===== src/adcc_regs.vh =====
// Register offsets, field positions and reset values of the converter control block.
// Assumes byte addresses on a 32-bit AXI4-Lite bus, one register per aligned word.
`ifndef ADCC_REGS_VH
`define ADCC_REGS_VH
// Offsets are register indexes; byte address is four times the index
`define ADCC_IDX_DIGITAL_INPUT_DISABLE 4'h1
`define ADCC_IDX_CONTROL_B 4'h3
`define ADCC_IDX_RESULT_LOW 4'h4
`define ADCC_IDX_RESULT_HIGH 4'h5
`define ADCC_IDX_CONTROL_A 4'h6
// Control A fields
`define ADCC_A_ENABLE 7
`define ADCC_A_START 6
`define ADCC_A_AUTO 5
`define ADCC_A_DONE 4
`define ADCC_A_IRQEN 3
// Control B fields
`define ADCC_B_BIPOLAR 7
`define ADCC_B_COMP_MUX 6
`define ADCC_B_LEFT 4
// Reset values
`define ADCC_RST_CONTROL_A 8'h00
`define ADCC_RST_CONTROL_B 8'h00
`define ADCC_RST_DIDR 8'h00
`define ADCC_RST_RESULT 10'h000
// Conversion length in converter clocks, normal and first after enable
`define ADCC_CONV_NORMAL 5'h0D
`define ADCC_CONV_FIRST 5'h19
`endif


===== src/adcc_control_result_regs.v =====
// Control, trigger, prescaler and result registers of a 10-bit converter.
// Assumes an analog core that returns a sample on conv_sample_in and peripheral flags on aclk.
//
// Our own choice: the AXI4-Lite register port.
`include "adcc_regs.vh"

////////////////////////////////////////////////////////////////////////////////
// Summary of operation
// - With auto trigger on, each rising edge of selected source while enabled and idle starts a conversion.
// - Done flag sets when conversion ends and result registers are loaded.
// - Interrupt request only when flag, its enable and global enable are set.
// - Entering the matching interrupt vector clears the done flag.
// - Writing one to the done flag clears it; writing zero keeps it.
// - Converter clock is system clock divided 2,2,4,8,16,32,64,128 by selector.
// - Right adjust: low byte bits 7..0, high byte bits 9..8, rest zero.
// - Left adjust: high byte bits 9..2, low byte bits 1..0 at top.
// - After low byte read, result updates are blocked until high byte read.
// - Changing left adjust re-maps visible result immediately.
// - Unipolar results are 10-bit one-sided, saturated when negative input exceeds.
// - Bipolar select gives two's complement: nine magnitude bits plus sign.
// - Reserved bits 5 and 3 of control B read back what was written.
// - Trigger source field is ignored while auto trigger is off.
// - Switching selection from clear to set flag is a rising edge.
// - Selecting free-running code zero never itself makes a trigger.
// - Codes: free run, comparator, ext int 0, T0 cmpA, T0 ovf, T1 cmpB, T1 ovf, T1 capt.
// - Disable bit turns off the pin input buffer and forces its port bit zero.
// - Start bit reads one during conversion, zero after; writing zero does nothing.
// - Clearing converter enable switches it off and aborts a running conversion.
module adcc_control_result_regs (
  input wire aclk,
  input wire aresetn,
  input wire [4:0] s_axi_awaddr,
  input wire s_axi_awvalid,
  output wire s_axi_awready,
  input wire [31:0] s_axi_wdata,
  input wire [3:0] s_axi_wstrb,
  input wire s_axi_wvalid,
  output wire s_axi_wready,
  output reg [1:0] s_axi_bresp,
  output reg s_axi_bvalid,
  input wire s_axi_bready,
  input wire [4:0] s_axi_araddr,
  input wire s_axi_arvalid,
  output wire s_axi_arready,
  output reg [31:0] s_axi_rdata,
  output reg [1:0] s_axi_rresp,
  output reg s_axi_rvalid,
  input wire s_axi_rready,
  input wire global_irq_enable,
  input wire irq_vector_ack,
  input wire comparator_out,
  input wire ext_int0_flag,
  input wire t0_compare_a_flag,
  input wire t0_overflow_flag,
  input wire t1_compare_b_flag,
  input wire t1_overflow_flag,
  input wire t1_capture_flag,
  input wire [9:0] conv_sample_in,
  input wire conv_negative_over,
  output wire converter_on,
  output wire conv_clk_en,
  output reg conv_start,
  output wire bipolar_mode,
  output wire comparator_mux_enable,
  input wire [7:0] pin_level_in,
  output wire [7:0] pin_buffer_disable_bits,
  output reg [7:0] port_input_bits,
  output wire conv_irq
);

localparam ST_IDLE = 1'b0;
localparam ST_CONV = 1'b1;

reg [7:0] ctrl_a_reg;
reg [7:0] ctrl_b_reg;
reg [7:0] didr_reg;
reg [9:0] result_reg;
reg done_reg;
reg lock_reg;
reg state_reg;
reg first_reg;
reg [4:0] conv_cnt_reg;
reg [6:0] presc_reg;
reg trig_prev_reg;
reg conv_end_reg;
reg [7:0] pin_meta_reg;
reg [7:0] pin_sync_reg;
reg aw_full_reg;
reg [4:0] aw_addr_reg;
reg w_full_reg;
reg [7:0] w_data_reg;
reg w_lane_reg;

////////////////////////////////////////////////////////////////////////////////
// Helpers

function [6:0] div_mask;
  input [2:0] sel;
  begin
    case (sel)
      3'h0, 3'h1: div_mask = 7'h01;
      3'h2: div_mask = 7'h03;
      3'h3: div_mask = 7'h07;
      3'h4: div_mask = 7'h0F;
      3'h5: div_mask = 7'h1F;
      3'h6: div_mask = 7'h3F;
      default: div_mask = 7'h7F;
    endcase
  end
endfunction

function [7:0] result_byte;
  input [9:0] res;
  input left;
  input high;
  begin
    if (left) begin
      result_byte = high ? res[9:2] : {res[1:0], 6'h00};
    end else begin
      result_byte = high ? {6'h00, res[9:8]} : res[7:0];
    end
  end
endfunction

////////////////////////////////////////////////////////////////////////////////
// Prescaler: enable pulse at the end of each divided period

wire [6:0] mask = div_mask(ctrl_a_reg[2:0]);
assign conv_clk_en = ctrl_a_reg[`ADCC_A_ENABLE] && ((presc_reg & mask) == mask);

always @(posedge aclk) begin
  if (!aresetn || !ctrl_a_reg[`ADCC_A_ENABLE]) begin
    presc_reg <= 7'h00;
  end else begin
    presc_reg <= presc_reg + 7'h01;
  end
end

////////////////////////////////////////////////////////////////////////////////
// Trigger selection and edge detection

reg trig_sel;
always @* begin
  case (ctrl_b_reg[2:0])
    3'h0: trig_sel = done_reg;
    3'h1: trig_sel = comparator_out;
    3'h2: trig_sel = ext_int0_flag;
    3'h3: trig_sel = t0_compare_a_flag;
    3'h4: trig_sel = t0_overflow_flag;
    3'h5: trig_sel = t1_compare_b_flag;
    3'h6: trig_sel = t1_overflow_flag;
    default: trig_sel = t1_capture_flag;
  endcase
end

// Free run restarts on each completion only, so selecting it with the flag set starts nothing
wire free_run = (ctrl_b_reg[2:0] == 3'h0);
wire trig_edge = trig_sel && !trig_prev_reg;
wire auto_start = ctrl_a_reg[`ADCC_A_AUTO] && (free_run ? conv_end_reg : trig_edge);

always @(posedge aclk) begin
  if (!aresetn) begin
    trig_prev_reg <= 1'b0;
  end else begin
    trig_prev_reg <= trig_sel;
  end
end

////////////////////////////////////////////////////////////////////////////////
// AXI4-Lite slave

wire wr_fire = aw_full_reg && w_full_reg && !s_axi_bvalid;
wire rd_fire = s_axi_arvalid && !s_axi_rvalid;
assign s_axi_awready = !aw_full_reg;
assign s_axi_wready = !w_full_reg;
assign s_axi_arready = !s_axi_rvalid;

always @(posedge aclk) begin
  if (!aresetn) begin
    aw_full_reg <= 1'b0;
    aw_addr_reg <= 5'h00;
    w_full_reg <= 1'b0;
    w_data_reg <= 8'h00;
    w_lane_reg <= 1'b0;
  end else begin
    if (s_axi_awvalid && !aw_full_reg) begin
      aw_full_reg <= 1'b1;
      aw_addr_reg <= s_axi_awaddr;
    end else if (wr_fire) begin
      aw_full_reg <= 1'b0;
    end
    if (s_axi_wvalid && !w_full_reg) begin
      w_full_reg <= 1'b1;
      w_data_reg <= s_axi_wdata[7:0];
      w_lane_reg <= s_axi_wstrb[0];
    end else if (wr_fire) begin
      w_full_reg <= 1'b0;
    end
  end
end

// Byte address is four times the register index; low address bits are ignored
wire [3:0] widx = {1'b0, aw_addr_reg[4:2]};
wire [3:0] ridx = {1'b0, s_axi_araddr[4:2]};

wire wr_ok = w_lane_reg;
wire wr_didr = wr_fire && wr_ok && (widx == `ADCC_IDX_DIGITAL_INPUT_DISABLE);
wire wr_b = wr_fire && wr_ok && (widx == `ADCC_IDX_CONTROL_B);
wire wr_ctrl_a = wr_fire && wr_ok && (widx == `ADCC_IDX_CONTROL_A);
wire rd_low = rd_fire && (ridx == `ADCC_IDX_RESULT_LOW);
wire rd_high = rd_fire && (ridx == `ADCC_IDX_RESULT_HIGH);

////////////////////////////////////////////////////////////////////////////////
// Conversion sequencing

wire sw_start = wr_ctrl_a && w_data_reg[`ADCC_A_START] && w_data_reg[`ADCC_A_ENABLE];
wire enable_next = wr_ctrl_a ? w_data_reg[`ADCC_A_ENABLE] : ctrl_a_reg[`ADCC_A_ENABLE];
wire conv_end = (state_reg == ST_CONV) && conv_clk_en && (conv_cnt_reg == 5'h01);
wire done_set_now = conv_end && !lock_reg;
// Enable written together with start must still launch the first conversion
wire begin_conv = (state_reg == ST_IDLE) && enable_next && (sw_start || auto_start);

always @(posedge aclk) begin
  if (!aresetn) begin
    state_reg <= ST_IDLE;
    conv_cnt_reg <= 5'h00;
    first_reg <= 1'b1;
    conv_start <= 1'b0;
    conv_end_reg <= 1'b0;
  end else begin
    conv_start <= begin_conv;
    conv_end_reg <= conv_end;
    if (!enable_next) begin
      state_reg <= ST_IDLE;
      first_reg <= 1'b1;
      conv_cnt_reg <= 5'h00;
    end else begin
      case (state_reg)
        ST_IDLE: begin
          if (begin_conv) begin
            state_reg <= ST_CONV;
            conv_cnt_reg <= first_reg ? `ADCC_CONV_FIRST : `ADCC_CONV_NORMAL;
            first_reg <= 1'b0;
          end
        end
        default: begin
          if (conv_clk_en) begin
            conv_cnt_reg <= conv_cnt_reg - 5'h01;
            if (conv_cnt_reg == 5'h01) begin
              state_reg <= ST_IDLE;
            end
          end
        end
      endcase
    end
  end
end

////////////////////////////////////////////////////////////////////////////////
// Result, lock and flag

// Unipolar saturates to full scale; bipolar keeps the core's two's complement word
wire [9:0] sample = (!ctrl_b_reg[`ADCC_B_BIPOLAR] && conv_negative_over) ? 10'h3FF : conv_sample_in;

always @(posedge aclk) begin
  if (!aresetn) begin
    result_reg <= `ADCC_RST_RESULT;
    lock_reg <= 1'b0;
    done_reg <= 1'b0;
  end else begin
    if (done_set_now) begin
      result_reg <= sample;
    end
    if (rd_low) begin
      lock_reg <= 1'b1;
    end else if (rd_high) begin
      lock_reg <= 1'b0;
    end
    if (done_set_now) begin
      done_reg <= 1'b1;
    end else if (irq_vector_ack) begin
      done_reg <= 1'b0;
    end else if (wr_ctrl_a && w_data_reg[`ADCC_A_DONE]) begin
      done_reg <= 1'b0;
    end
  end
end

assign conv_irq = done_reg && ctrl_a_reg[`ADCC_A_IRQEN] && global_irq_enable;

////////////////////////////////////////////////////////////////////////////////
// Control registers

always @(posedge aclk) begin
  if (!aresetn) begin
    ctrl_a_reg <= `ADCC_RST_CONTROL_A;
    ctrl_b_reg <= `ADCC_RST_CONTROL_B;
    didr_reg <= `ADCC_RST_DIDR;
  end else begin
    if (wr_ctrl_a) begin
      ctrl_a_reg <= {w_data_reg[7], 1'b0, w_data_reg[5], 1'b0, w_data_reg[3:0]};
    end
    if (wr_b) begin
      ctrl_b_reg <= w_data_reg;
    end
    if (wr_didr) begin
      didr_reg <= w_data_reg;
    end
  end
end

assign converter_on = ctrl_a_reg[`ADCC_A_ENABLE];
assign bipolar_mode = ctrl_b_reg[`ADCC_B_BIPOLAR];
assign comparator_mux_enable = ctrl_b_reg[`ADCC_B_COMP_MUX];
assign pin_buffer_disable_bits = didr_reg;

always @(posedge aclk) begin
  if (!aresetn) begin
    pin_meta_reg <= 8'h00;
    pin_sync_reg <= 8'h00;
    port_input_bits <= 8'h00;
  end else begin
    pin_meta_reg <= pin_level_in;
    pin_sync_reg <= pin_meta_reg;
    port_input_bits <= pin_sync_reg & ~didr_reg;
  end
end

////////////////////////////////////////////////////////////////////////////////
// Responses

wire [7:0] ctrl_a_view = {ctrl_a_reg[7], (state_reg == ST_CONV), ctrl_a_reg[5], done_reg, ctrl_a_reg[3:0]};
reg [7:0] rd_byte;
reg rd_map;
always @* begin
  rd_map = 1'b1;
  if (ridx == `ADCC_IDX_CONTROL_A) begin
    rd_byte = ctrl_a_view;
  end else if (ridx == `ADCC_IDX_RESULT_LOW) begin
    rd_byte = result_byte(result_reg, ctrl_b_reg[`ADCC_B_LEFT], 1'b0);
  end else if (ridx == `ADCC_IDX_RESULT_HIGH) begin
    rd_byte = result_byte(result_reg, ctrl_b_reg[`ADCC_B_LEFT], 1'b1);
  end else if (ridx == `ADCC_IDX_DIGITAL_INPUT_DISABLE) begin
    rd_byte = didr_reg;
  end else if (ridx == `ADCC_IDX_CONTROL_B) begin
    rd_byte = ctrl_b_reg;
  end else begin
    rd_byte = 8'h00;
    rd_map = 1'b0;
  end
end

always @(posedge aclk) begin
  if (!aresetn) begin
    s_axi_bvalid <= 1'b0;
    s_axi_bresp <= 2'h0;
    s_axi_rvalid <= 1'b0;
    s_axi_rresp <= 2'h0;
    s_axi_rdata <= 32'h00000000;
  end else begin
    if (wr_fire) begin
      s_axi_bvalid <= 1'b1;
      s_axi_bresp <= (wr_ctrl_a || wr_b || wr_didr || !wr_ok) ? 2'h0 : 2'h2;
    end else if (s_axi_bready) begin
      s_axi_bvalid <= 1'b0;
    end
    if (rd_fire) begin
      s_axi_rvalid <= 1'b1;
      s_axi_rresp <= rd_map ? 2'h0 : 2'h2;
      s_axi_rdata <= {24'h000000, rd_byte};
    end else if (s_axi_rready) begin
      s_axi_rvalid <= 1'b0;
    end
  end
end

endmodule // adcc_control_result_regs


===== config.mk =====
export PLATFORM = sky130hd
export DESIGN_NAME = adcc_control_result_regs
export DESIGN_NICKNAME = d
export VERILOG_FILES = /design/src/adcc_control_result_regs.v
export VERILOG_INCLUDE_DIRS = /design/src
export SDC_FILE = /design/constraint.sdc
export NUM_CORES = 1
export LEC_CHECK = 0
export BUFFER_PORTS_ARGS = -buffer_cell sky130_fd_sc_hd__buf_4
export CORE_MARGIN = 5
export CORE_UTILIZATION = 50
export CTS_BUF_LIST = sky130_fd_sc_hd__clkbuf_8 sky130_fd_sc_hd__clkbuf_16
export CTS_CLUSTER_DIAMETER = 50
export DETAILED_ROUTE_END_ITERATION = 10
export PLACE_DENSITY = 0.78
export REMOVE_ABC_BUFFERS = 1
export SLEW_MARGIN = 20
export SYNTH_ARGS = -nofsm -noshare
export SYNTH_HDL_FRONTEND = slang
export SYNTH_SLANG_ARGS = --single-unit

===== constraint.sdc =====
create_clock -name aclk -period 2.2 [get_ports aclk]
set_clock_uncertainty 0.1 [all_clocks]
set_input_delay 0.44 -clock aclk [delete_from_list [all_inputs] [get_ports aclk]]
set_output_delay 0.44 -clock aclk [all_outputs]
set_load 0.01 [all_outputs]

==> results of run 1 <==
[layer usage]
| layer | global-route usage, % | part of all wire (%) | vias up |
|---|---|---|---|
| met1 | 23.9 | 45 | 1661 |
| li1 | - | - | 1843 |
| met4 | 6.67 | 2.1 | 0 |
| met3 | 5.55 | 6.4 | 20 |
| met2 | 30.7 | 47 | 98 |
| met5 | 0 | 0 | - |
[worst max-delay path: stages (launching register included)]
cell      delay [ps]
dfxtp_1          460
o21bai_1          90
a41oi_1          300
nor3_1            90
buf_4            150
buf_4            140
[synth_stat cells, drive strengths merged (2+ instances only)]
library cell	number	area share [%]
dfxtp	101	47
nor2	61	5.3
nand2	56	4.9
a21oi	42	4.9
buf	31	5.3
nor3	26	3.1
mux2i	24	5.5
clkbuf	21	1.8
and2	17	2.5
nand3	15	1.7
o21ai	15	1.7
nand2b	11	1.6
inv	9	0.78
nor2b	9	1.3
mux2	8	2.1
a211oi	7	1.2
a21o	4	0.69
and3	4	0.58
nor3b	4	0.69
o22ai	4	0.58
xor2	4	0.81
ha	3	0.87
a222oi	2	0.46
a31oi	2	0.29
nand3b	2	0.35
nand4b	2	0.40
o21a	2	0.35
[layout make-up]
class	instances	area (um^2)	area share, %
Tap cell	108	135	2.57
Inverter	9	33.8	0.643
Multi-Input combinational cell	366	2060	39.3
Clock buffer	9	124	2.36
Clock inverter	7	100	1.91
Sequential cell	101	2020	38.6
Timing Repair Buffer	101	771	14.7
[cells by family after synthesis]
group	synth area share (%)
AO/OA/AOI/OAI	12.2
XOR/XNOR	1.01
AND/OR/NAND/NOR	23.1
other	0.0866
adder cells (fa/ha/maj)	0.867
buffers and inverters	7.91
flip-flops	46.7
multiplexers	8.15
[power by group through the flow]
stage	registers, uW	clock network, uW	logic, uW
4_1_cts	1900	1310	284
5_1_grt	1910	1390	314
3_5_place_dp	1950	0	283
2_1_floorplan	1950	0	123
3_3_place_gp	1940	0	278
6_report	1900	1290	284
[through the flow]
stage               cells  worst slack, ps  cell area, um^2  setup TNS (ps)
floorplan             476             -160             4120           -1600
CTS                   699             32.8             5230               0
global route          701             1.31             5250               0
detailed placement    683            -13.9             5010           -13.9
global placement      683             98.6             5010               0
finish                701             39.6             5250               0
[repair_timing]
action	4_1_cts	5_1_grt
resized for setup	0	3
setup buffers	0	2
endpoints found under the hold margin	0	0
endpoints found under the setup margin	0	4
[final timing paths]
path | from | endpoint | cells past startpoint
hold reg to reg | pin_sync_reg[1]$_SDFF_PN0_ | port_input_bits[1]$_SDFF_PN0_ | 2
setup / recovery | ctrl_a_reg[1]$_SDFFE_PN0P_ | conv_clk_en | 5
hold / removal | s_axi_rready | s_axi_rvalid$_SDFFE_PN0P_ | 2
setup reg to reg | ctrl_b_reg[2]$_SDFFE_PN0P_ | conv_cnt_reg[4]$_SDFFE_PN0P_ | 6
==> key figures, run 1 <==
Detailed routing
  • Drt first pass iters: 4
  • Vias per Instance: 5.17
  • Number of DRC markers in iteration 0: 103
  • Routed vias: 3622
  • Wire per inst: approximately 14 um
  • ANT nets after route: 0
  • Final WL: roughly 10000 um
  • DRC viols: 0

STA
  • Final hold violation count: 0
  • Crit share post-route: between 90 and 100%
  • RSZ-0062 raised after global routing: no
  • Slew headroom: a little over half
  • Hold slack: 139 ps
  • Max Freq: ~0.46 GHz
  • Tmin final: roughly 2200 ps
  • Max Slew Vio Count: 0
  • Slew @ Worst Pin: 685 ps
  • Final setup viols: 0

Clock tree
  • Hold buffers post-CTS: 0
  • CTS root buf: clkbuf_8
  • CTS tree: built
  • CTS Buf Count: 9
  • Clk buf depth: 2
  • CTS sink count: 101
  • H-tree depth: 3
  • Clock transition at the registers of the reported paths: 100 ps
  • Worst skew pair latency: 380 ps

Global routing
  • Vias in the first global route: 3493
  • Gr usage total: 18.9%
  • First-pass GRT wire length: 16000 um
  • Initial antenna violation count: 0
  • Total grt overflow: 0
  • Largest net degree at the start of global routing: 43

Worst setup path
  • R2R setup slack: 120 ps
  • Required time worst endpoint: approximately 1700 ps
  • Crit Path Max Fanout: 6
  • Data arrival time of the worst path: 1620 ps
  • Critical path launch point type: register
  • Crit Path Category: reg -> out
  • Crit end category: output port

Yosys
  • Number of synthesized flops with an enable pin: 0
  • Number of synthesis warnings: 0
  • Sequential area share after synthesis: 46.7%
  • Distinct cells, synth: 51
  • Post-synth top flop: dfxtp_1
  • Post-Syn Area: 4330 um^2
  • Syn avg cell area: about 8.6 um^2
  • Post-synth ARST share: 0%
  • Post-Synthesis Cells: between 500 and 600
  • Seq cells post-synth: 101

Power and ir drop
  • P_leak: 0.00221 uW
  • Power, Total: approximately 3500 uW
  • Switching share of power: 25.9%
  • Clk pwr share: roughly 37%
  • Switching power: 899 uW
  • Seq pwr share: a little over half
  • VDD IR max: roughly 0.5 mV
  • Internal power: 2580 uW
  • Pwr Density: 662 nW/um^2
  • Combinational Power Share: 8.2%

Floorplan
  • CORE AREA: 8590 um^2
  • Die height: 103 um
  • Die Wd: 103 um
  • Starting Density: 50.4%
  • Die area: around 11000 um^2
  • Site Rows: 34
  • I/O pins: 144

Finish
  • Diodes inserted: 0
  • Commonest cells after routing, fill and taps aside: 100 x buf_4, 99 x dfxtp_1, 60 x nor2_1, 55 x nand2_1, 42 x a21oi_1
  • Fin util: 61.1%
  • Final #Nets: about 670
  • Max reg flops: 10
  • Layout cells sized above 1: 22.3%
  • Fill count: between 700 and 800
  • Area growth syn-to-layout: 21.2%
  • Most common cell after layout, fill and taps aside: buf_4

Placed design
  • Post-DP HPWL: 7470 um
  • GPL Wtd Cong: 0.851
  • I/O Buffers: 86

Flow run
  • Maxcap violations: 0

Status
  • Status: complete, no violations

Min path
  • Hold crit path type: in -> reg
Note: power is estimated with default switching activity, not from simulation.
==> run 2: changes to the inputs <==
--- a/config.mk
+++ b/config.mk
@@ -12,6 +12,7 @@
 export CTS_BUF_LIST = sky130_fd_sc_hd__clkbuf_8 sky130_fd_sc_hd__clkbuf_16
 export CTS_CLUSTER_DIAMETER = 50
 export DETAILED_ROUTE_END_ITERATION = 10
+export MAX_ROUTING_LAYER = met4
 export PLACE_DENSITY = 0.78
 export REMOVE_ABC_BUFFERS = 1
 export SLEW_MARGIN = 20
==> run 2 against run 1 <==
Compared with the run above: global-route usage up 0.82 points; wire length about the same; register-to-register slack is essentially flat; design area shrank 0.21%; worst hold slack better by 12 ps; sequential cell count did not move; first-iteration DRC count up 71%; cell count fell by 0.14%; fmax up 3.2%; setup slack better by 67 ps.
==> key figures, run 2 (same netlist as run 1, synthesis figures left out) <==
Status
  • Status: complete, no violations

Finish
  • Area growth syn-to-layout: 21.0%
  • Layout cells sized above 1: 22.8%
  • Fill count: about 770
  • Most common cell after layout, fill and taps aside: buf_4
  • Final #Nets: 671
  • Fin util: 61.0%
  • Commonest cells after routing, fill and taps aside: 99 x buf_4, 98 x dfxtp_1, 60 x nor2_1, 55 x nand2_1, 42 x a21oi_1
  • Reg area: 2030 um^2
  • Max reg flops: 10
  • Area of the multi-input gates: 2100 um^2
  • Diodes inserted: 0

Detailed routing
  • Drt first pass iters: 4
  • DRC viols: 0
  • M1 WL: around 4500 um
  • Number of DRC markers in iteration 0: 176
  • ANT nets after route: 0
  • Final WL: 10100 um
  • Top routing layer in use: met4
  • Metal3 WL: 632 um
  • Wire per inst: 14.4 um
  • Vias per Instance: just over 5
  • Routed vias: between 3k and 4k
  • Met2 wire length: about 4900 um

STA
  • Tmin final: 2090 ps
  • Max Slew Vio Count: 0
  • Slew @ Worst Pin: ~680 ps
  • Final setup viols: 0
  • Max Freq: 0.478 GHz
  • Final hold violation count: 0
  • Crit share post-route: 95.2%
  • Worst setup margin: roughly 110 ps
  • Slew headroom: 54.8%
  • RSZ-0062 raised after global routing: no

Clock tree
  • CTS tree: built
  • CTS Buf Count: 9
  • Clock transition at the registers of the reported paths: 100 ps
  • Clk buf depth: 2
  • Worst skew pair latency: 370 ps
  • Hold buffers post-CTS: 0
  • CTS sink count: around 100
  • H-tree depth: 3
  • CTS root buf: clkbuf_8

Global routing
  • Gr usage total: between 10% and 20%
  • Initial antenna violation count: 0
  • Vias in the first global route: 3341
  • Total grt overflow: 0
  • Largest net degree at the start of global routing: 48
  • First-pass GRT wire length: 16000 um

Power and ir drop
  • Switching share of power: 25.7%
  • VDD IR max: roughly 0.46 mV
  • Seq pwr share: 58.1%
  • Combinational Power Share: 8.6%
  • P_leak: 0.00219 uW
  • Pwr Density: 626 nW/um^2
  • Clk pwr share: about a third
  • Switching power: 844 uW
  • Internal power: 2440 uW

Placed design
  • Pre-CTS setup slack: 45.8 ps
  • GPL Wtd Cong: between 0.8 and 0.9
  • I/O Buffers: 86
  • Post-DP HPWL: 7420 um

Floorplan
  • Starting Density: 50.4%
  • Die area: 10600 um^2
  • I/O pins: around 140
  • Site Rows: 34
  • Die Wd: ~100 um
  • CORE AREA: 8590 um^2
  • Die height: 103 um

Worst setup path
  • Crit Path Category: reg -> out
  • Critical path launch point type: register
  • R2R setup slack: roughly 110 ps
  • Crit Path Max Fanout: 6
  • Required time worst endpoint: between 1500 and 2000 ps
  • Data arrival time of the worst path: 1550 ps
  • Crit end category: output port

Flow run
  • Maxcap violations: 0

Min path
  • Hold crit path type: in -> reg
-- run 2: cell types whose count changed in the layout (fill, tap and decap cells not counted), sizes merged --
cell    previous run  this run
inv               13        10
clkinv             2         6
bufinv             1         0
buf              101       100
-- run 2: path summary, 6_finish.rpt --
kind                                         to  cells past startpoint                  startpoint
setup / recovery                    conv_clk_en                      5  ctrl_a_reg[1]$_SDFFE_PN0P_
hold / removal        s_axi_rvalid$_SDFFE_PN0P_                      2                s_axi_rready
hold reg to reg   port_input_bits[1]$_SDFF_PN0_                      2  pin_sync_reg[1]$_SDFF_PN0_
setup reg to reg   conv_cnt_reg[1]$_SDFFE_PN0P_                      7  ctrl_b_reg[2]$_SDFFE_PN0P_
-- run 2: critical path, stage by stage, from the launching register on --
cell	delay, ps
dfxtp_2	380
o21bai_4	150
a41oi_2	180
nor3_1	200
buf_4	160
buf_4	120
-- run 2: final cells by class --
class                   count  share of cell area, %
multi-input cells         366                   40.0
flip-flops and latches    101                   38.7
repair buffers            100                   14.6
well taps                 108                   2.58
clock buffers               9                   2.36
clock inverters             7                   1.17
inverters                   9                  0.645
-- run 2: power by group through the flow --
stage	logic, uW	registers [uW]	clock network (uW)
after detailed placement	284	1950	0
after global placement	278	1940	0
final	283	1900	1090
after global routing	317	1910	1200
after CTS	284	1900	1120
after floorplan	123	1950	0
-- run 2: metal layers --
| layer | global-route usage [%] | vias up |
|---|---|---|
| met4 | 5.08 | 0 |
| met2 | 31.3 | 105 |
| met1 | 25.4 | 1626 |
| met3 | 4.60 | 10 |
| met5 | - | - |
| li1 | - | 1828 |
-- run 2: repair_timing --
action / CTS / global route
setup buffers: 0 / 2
endpoints found under the setup margin: 0 / 12
resized for setup: 0 / 8
-- run 2: stage by stage --
step           hold slack (ps)  std cells  power (uW)  setup TNS (ps)  cell area, um^2
6_report                   151        700        3280               0             5240
3_5_place_dp               303        682        2230               0             5000
2_1_floorplan              295        476        2070           -1600             4120
4_1_cts                    146        698        3310               0             5180
5_1_grt                    137        700        3430               0             5240
3_3_place_gp               298        682        2220               0             5000
==> run 3: changes to the inputs <==
==> constraint.sdc (replaced) <==
create_clock -name aclk -period 2.5 [get_ports aclk]
set_clock_uncertainty 0.1 [all_clocks]
set_input_delay 0.5 -clock aclk [delete_from_list [all_inputs] [get_ports aclk]]
set_output_delay 0.5 -clock aclk [all_outputs]
set_load 0.01 [all_outputs]
==> run 3 against run 2 <==
Compared with the run above: sequential power fell by 12%; clock power about the same; cell count decreased by 0.86%; sequential share of layout area increased by 0.34 points; die area is the same; wire length increased by 0.98%; first-iteration DRC count is 9.1% higher; highest routed layer unchanged.
==> key figures, run 3 (same netlist as run 1, synthesis figures left out) <==
Clock tree
  • CTS Buf Count: 9
  • Post-CTS setup buffers: 0
  • H-tree depth: 3
  • CTS root buf: clkbuf_8
  • CTS tree: built
  • CTS sink count: 101
  • Worst skew pair latency: 370 ps
  • Post_cts resized: 0
  • Clk buf depth: 2
  • Hold buffers post-CTS: 0
  • Clock transition at the registers of the reported paths: around 100 ps

Finish
  • Layout cells sized above 1: a little over a fifth
  • Non-filler cells, final: 694
  • Diodes inserted: 0
  • Max reg flops: 10
  • Fin util: around three fifths
  • Area growth syn-to-layout: 19.7%
  • Most common cell after layout, fill and taps aside: dfxtp_1
  • Final Instance Area: 5180 um^2
  • Final #Nets: 665
  • Commonest cells after routing, fill and taps aside: 101 x dfxtp_1, 93 x buf_4, 60 x nor2_1, 56 x nand2_1, 42 x a21oi_1

Worst setup path
  • Buf/Inv on CP: 1
  • Worst path cell trace: nand2b_1 > o2111ai_1 > nor3_1 > buf_4
  • WP depth: 4
  • Crit Path Max Fanout: 5
  • Largest delay share family, worst path: simple AND/OR/NAND/NOR gates
  • Crit Path Category: reg -> out
  • R2R setup slack: 330 ps
  • CP max stage delay: 470 ps
  • Reg2Reg Launch Point: ctrl_b_reg[2]$_SDFFE_PN0P_
  • Worst Setup SP: presc_reg[1]$_SDFF_PP0_
  • Worst reg2reg path depth: 6
  • Critical path's slowest cell: nor3_1
  • Required time worst endpoint: 1900 ps
  • Crit end category: output port
  • Data arrival time of the worst path: 1790 ps
  • Critical path launch point type: register

STA
  • Slew @ Worst Pin: approximately 680 ps
  • Slew headroom: 54.8%
  • Crit share post-route: 95.8%
  • Max Slew Vio Count: 0
  • Final setup TNS: 0 ps
  • Final hold violation count: 0
  • RSZ-0062 raised after global routing: no
  • Max Freq: ~0.42 GHz
  • Hold slack: 196 ps
  • Tmin final: 2390 ps
  • Final setup viols: 0

Global routing
  • Gr usage total: 20.0%
  • Vias in the first global route: 3474
  • Total grt overflow: 0
  • Initial antenna violation count: 0
  • Largest net degree at the start of global routing: 40
  • First-pass GRT wire length: 16300 um

Detailed routing
  • Routed vias: approximately 3.6k
  • Final WL: approximately 10000 um
  • ANT nets after route: 0
  • Number of DRC markers in iteration 0: 192
  • Wire per inst: 14.7 um
  • Vias per Instance: about 5.2
  • Drt first pass iters: 5
  • DRC viols: 0

Placed design
  • I/O Buffers: 86
  • Placed Area: roughly 5000 um^2
  • Placed cells: 678
  • Post-DP HPWL: 7560 um
  • GPL Wtd Cong: roughly 0.86

Floorplan
  • Site Rows: 34
  • Die area: 10600 um^2
  • Die Wd: 103 um
  • Die height: approximately 100 um
  • Starting Density: 50.4%
  • I/O pins: 144
  • CORE AREA: 8590 um^2

Power and ir drop
  • VDD IR max: 0.420 mV
  • P_leak: ~0.0022 uW
  • Pwr Density: 582 nW/um^2

Status
  • Status: complete, no violations

Min path
  • Hold Path Origin: s_axi_rready
  • Hold path depth: 2
  • Hold crit path type: in -> reg

Flow run
  • Maxcap violations: 0
run 3: changes by cell type in the layout (fill, tap and decap cells not counted), moves of 2 or more:
| cell | change |
|---|---|
| dfxtp_2 | -3 |
| dfxtp_1 | +3 |
| buf_4 | -6 |
| clkinv_2 | -2 |
| clkinv_4 | -2 |
run 3: final timing paths:
path	to
min	s_axi_rvalid$_SDFFE_PN0P_
max	conv_clk_en
max reg2reg	conv_cnt_reg[4]$_SDFFE_PN0P_
min reg2reg	port_input_bits[1]$_SDFF_PN0_
run 3: routing by layer:
layer / vias up / global-route usage, % / wire length (um)
met1: 1678 / 25.2 / 4540
li1: 1818 / - / -
met5: - / - / 0
met2: 115 / 32.0 / 4970
met3: 13 / 3.99 / 553
met4: 0 / 6.87 / 133
run 3: power by group:
group	switching [uW]	leakage, uW	internal, uW
registers	26.4	0.000822	1650
clock network	608	0.000105	487
logic	130	0.00124	118
run 3: per-stage QoR:
| stage | power [uW] | setup slack [ps] |
|---|---|---|
| floorplan | 1820 | 140 |
| global placement | 1960 | 338 |
| detailed placement | 1960 | 283 |
| CTS | 3040 | 119 |
| global route | 3140 | 72.6 |
| finish | 3020 | 105 |
run 3: worst register-to-register path, delay by kind of cell (launching register included):
kind,cells,cell delay (ps)
simple gates,1,120
compound gates,3,530
flops,1,520
mux,2,820
run 3: layout make-up:
type | instances | area (um^2)
Timing Repair Buffer | 94 | 718
Sequential cell | 101 | 2020
Multi-Input combinational cell | 366 | 2060
Tap cell | 108 | 135
Fill cell | 756 | 3410
Inverter | 9 | 33.8
Clock buffer | 9 | 124
Clock inverter | 7 | 91.3
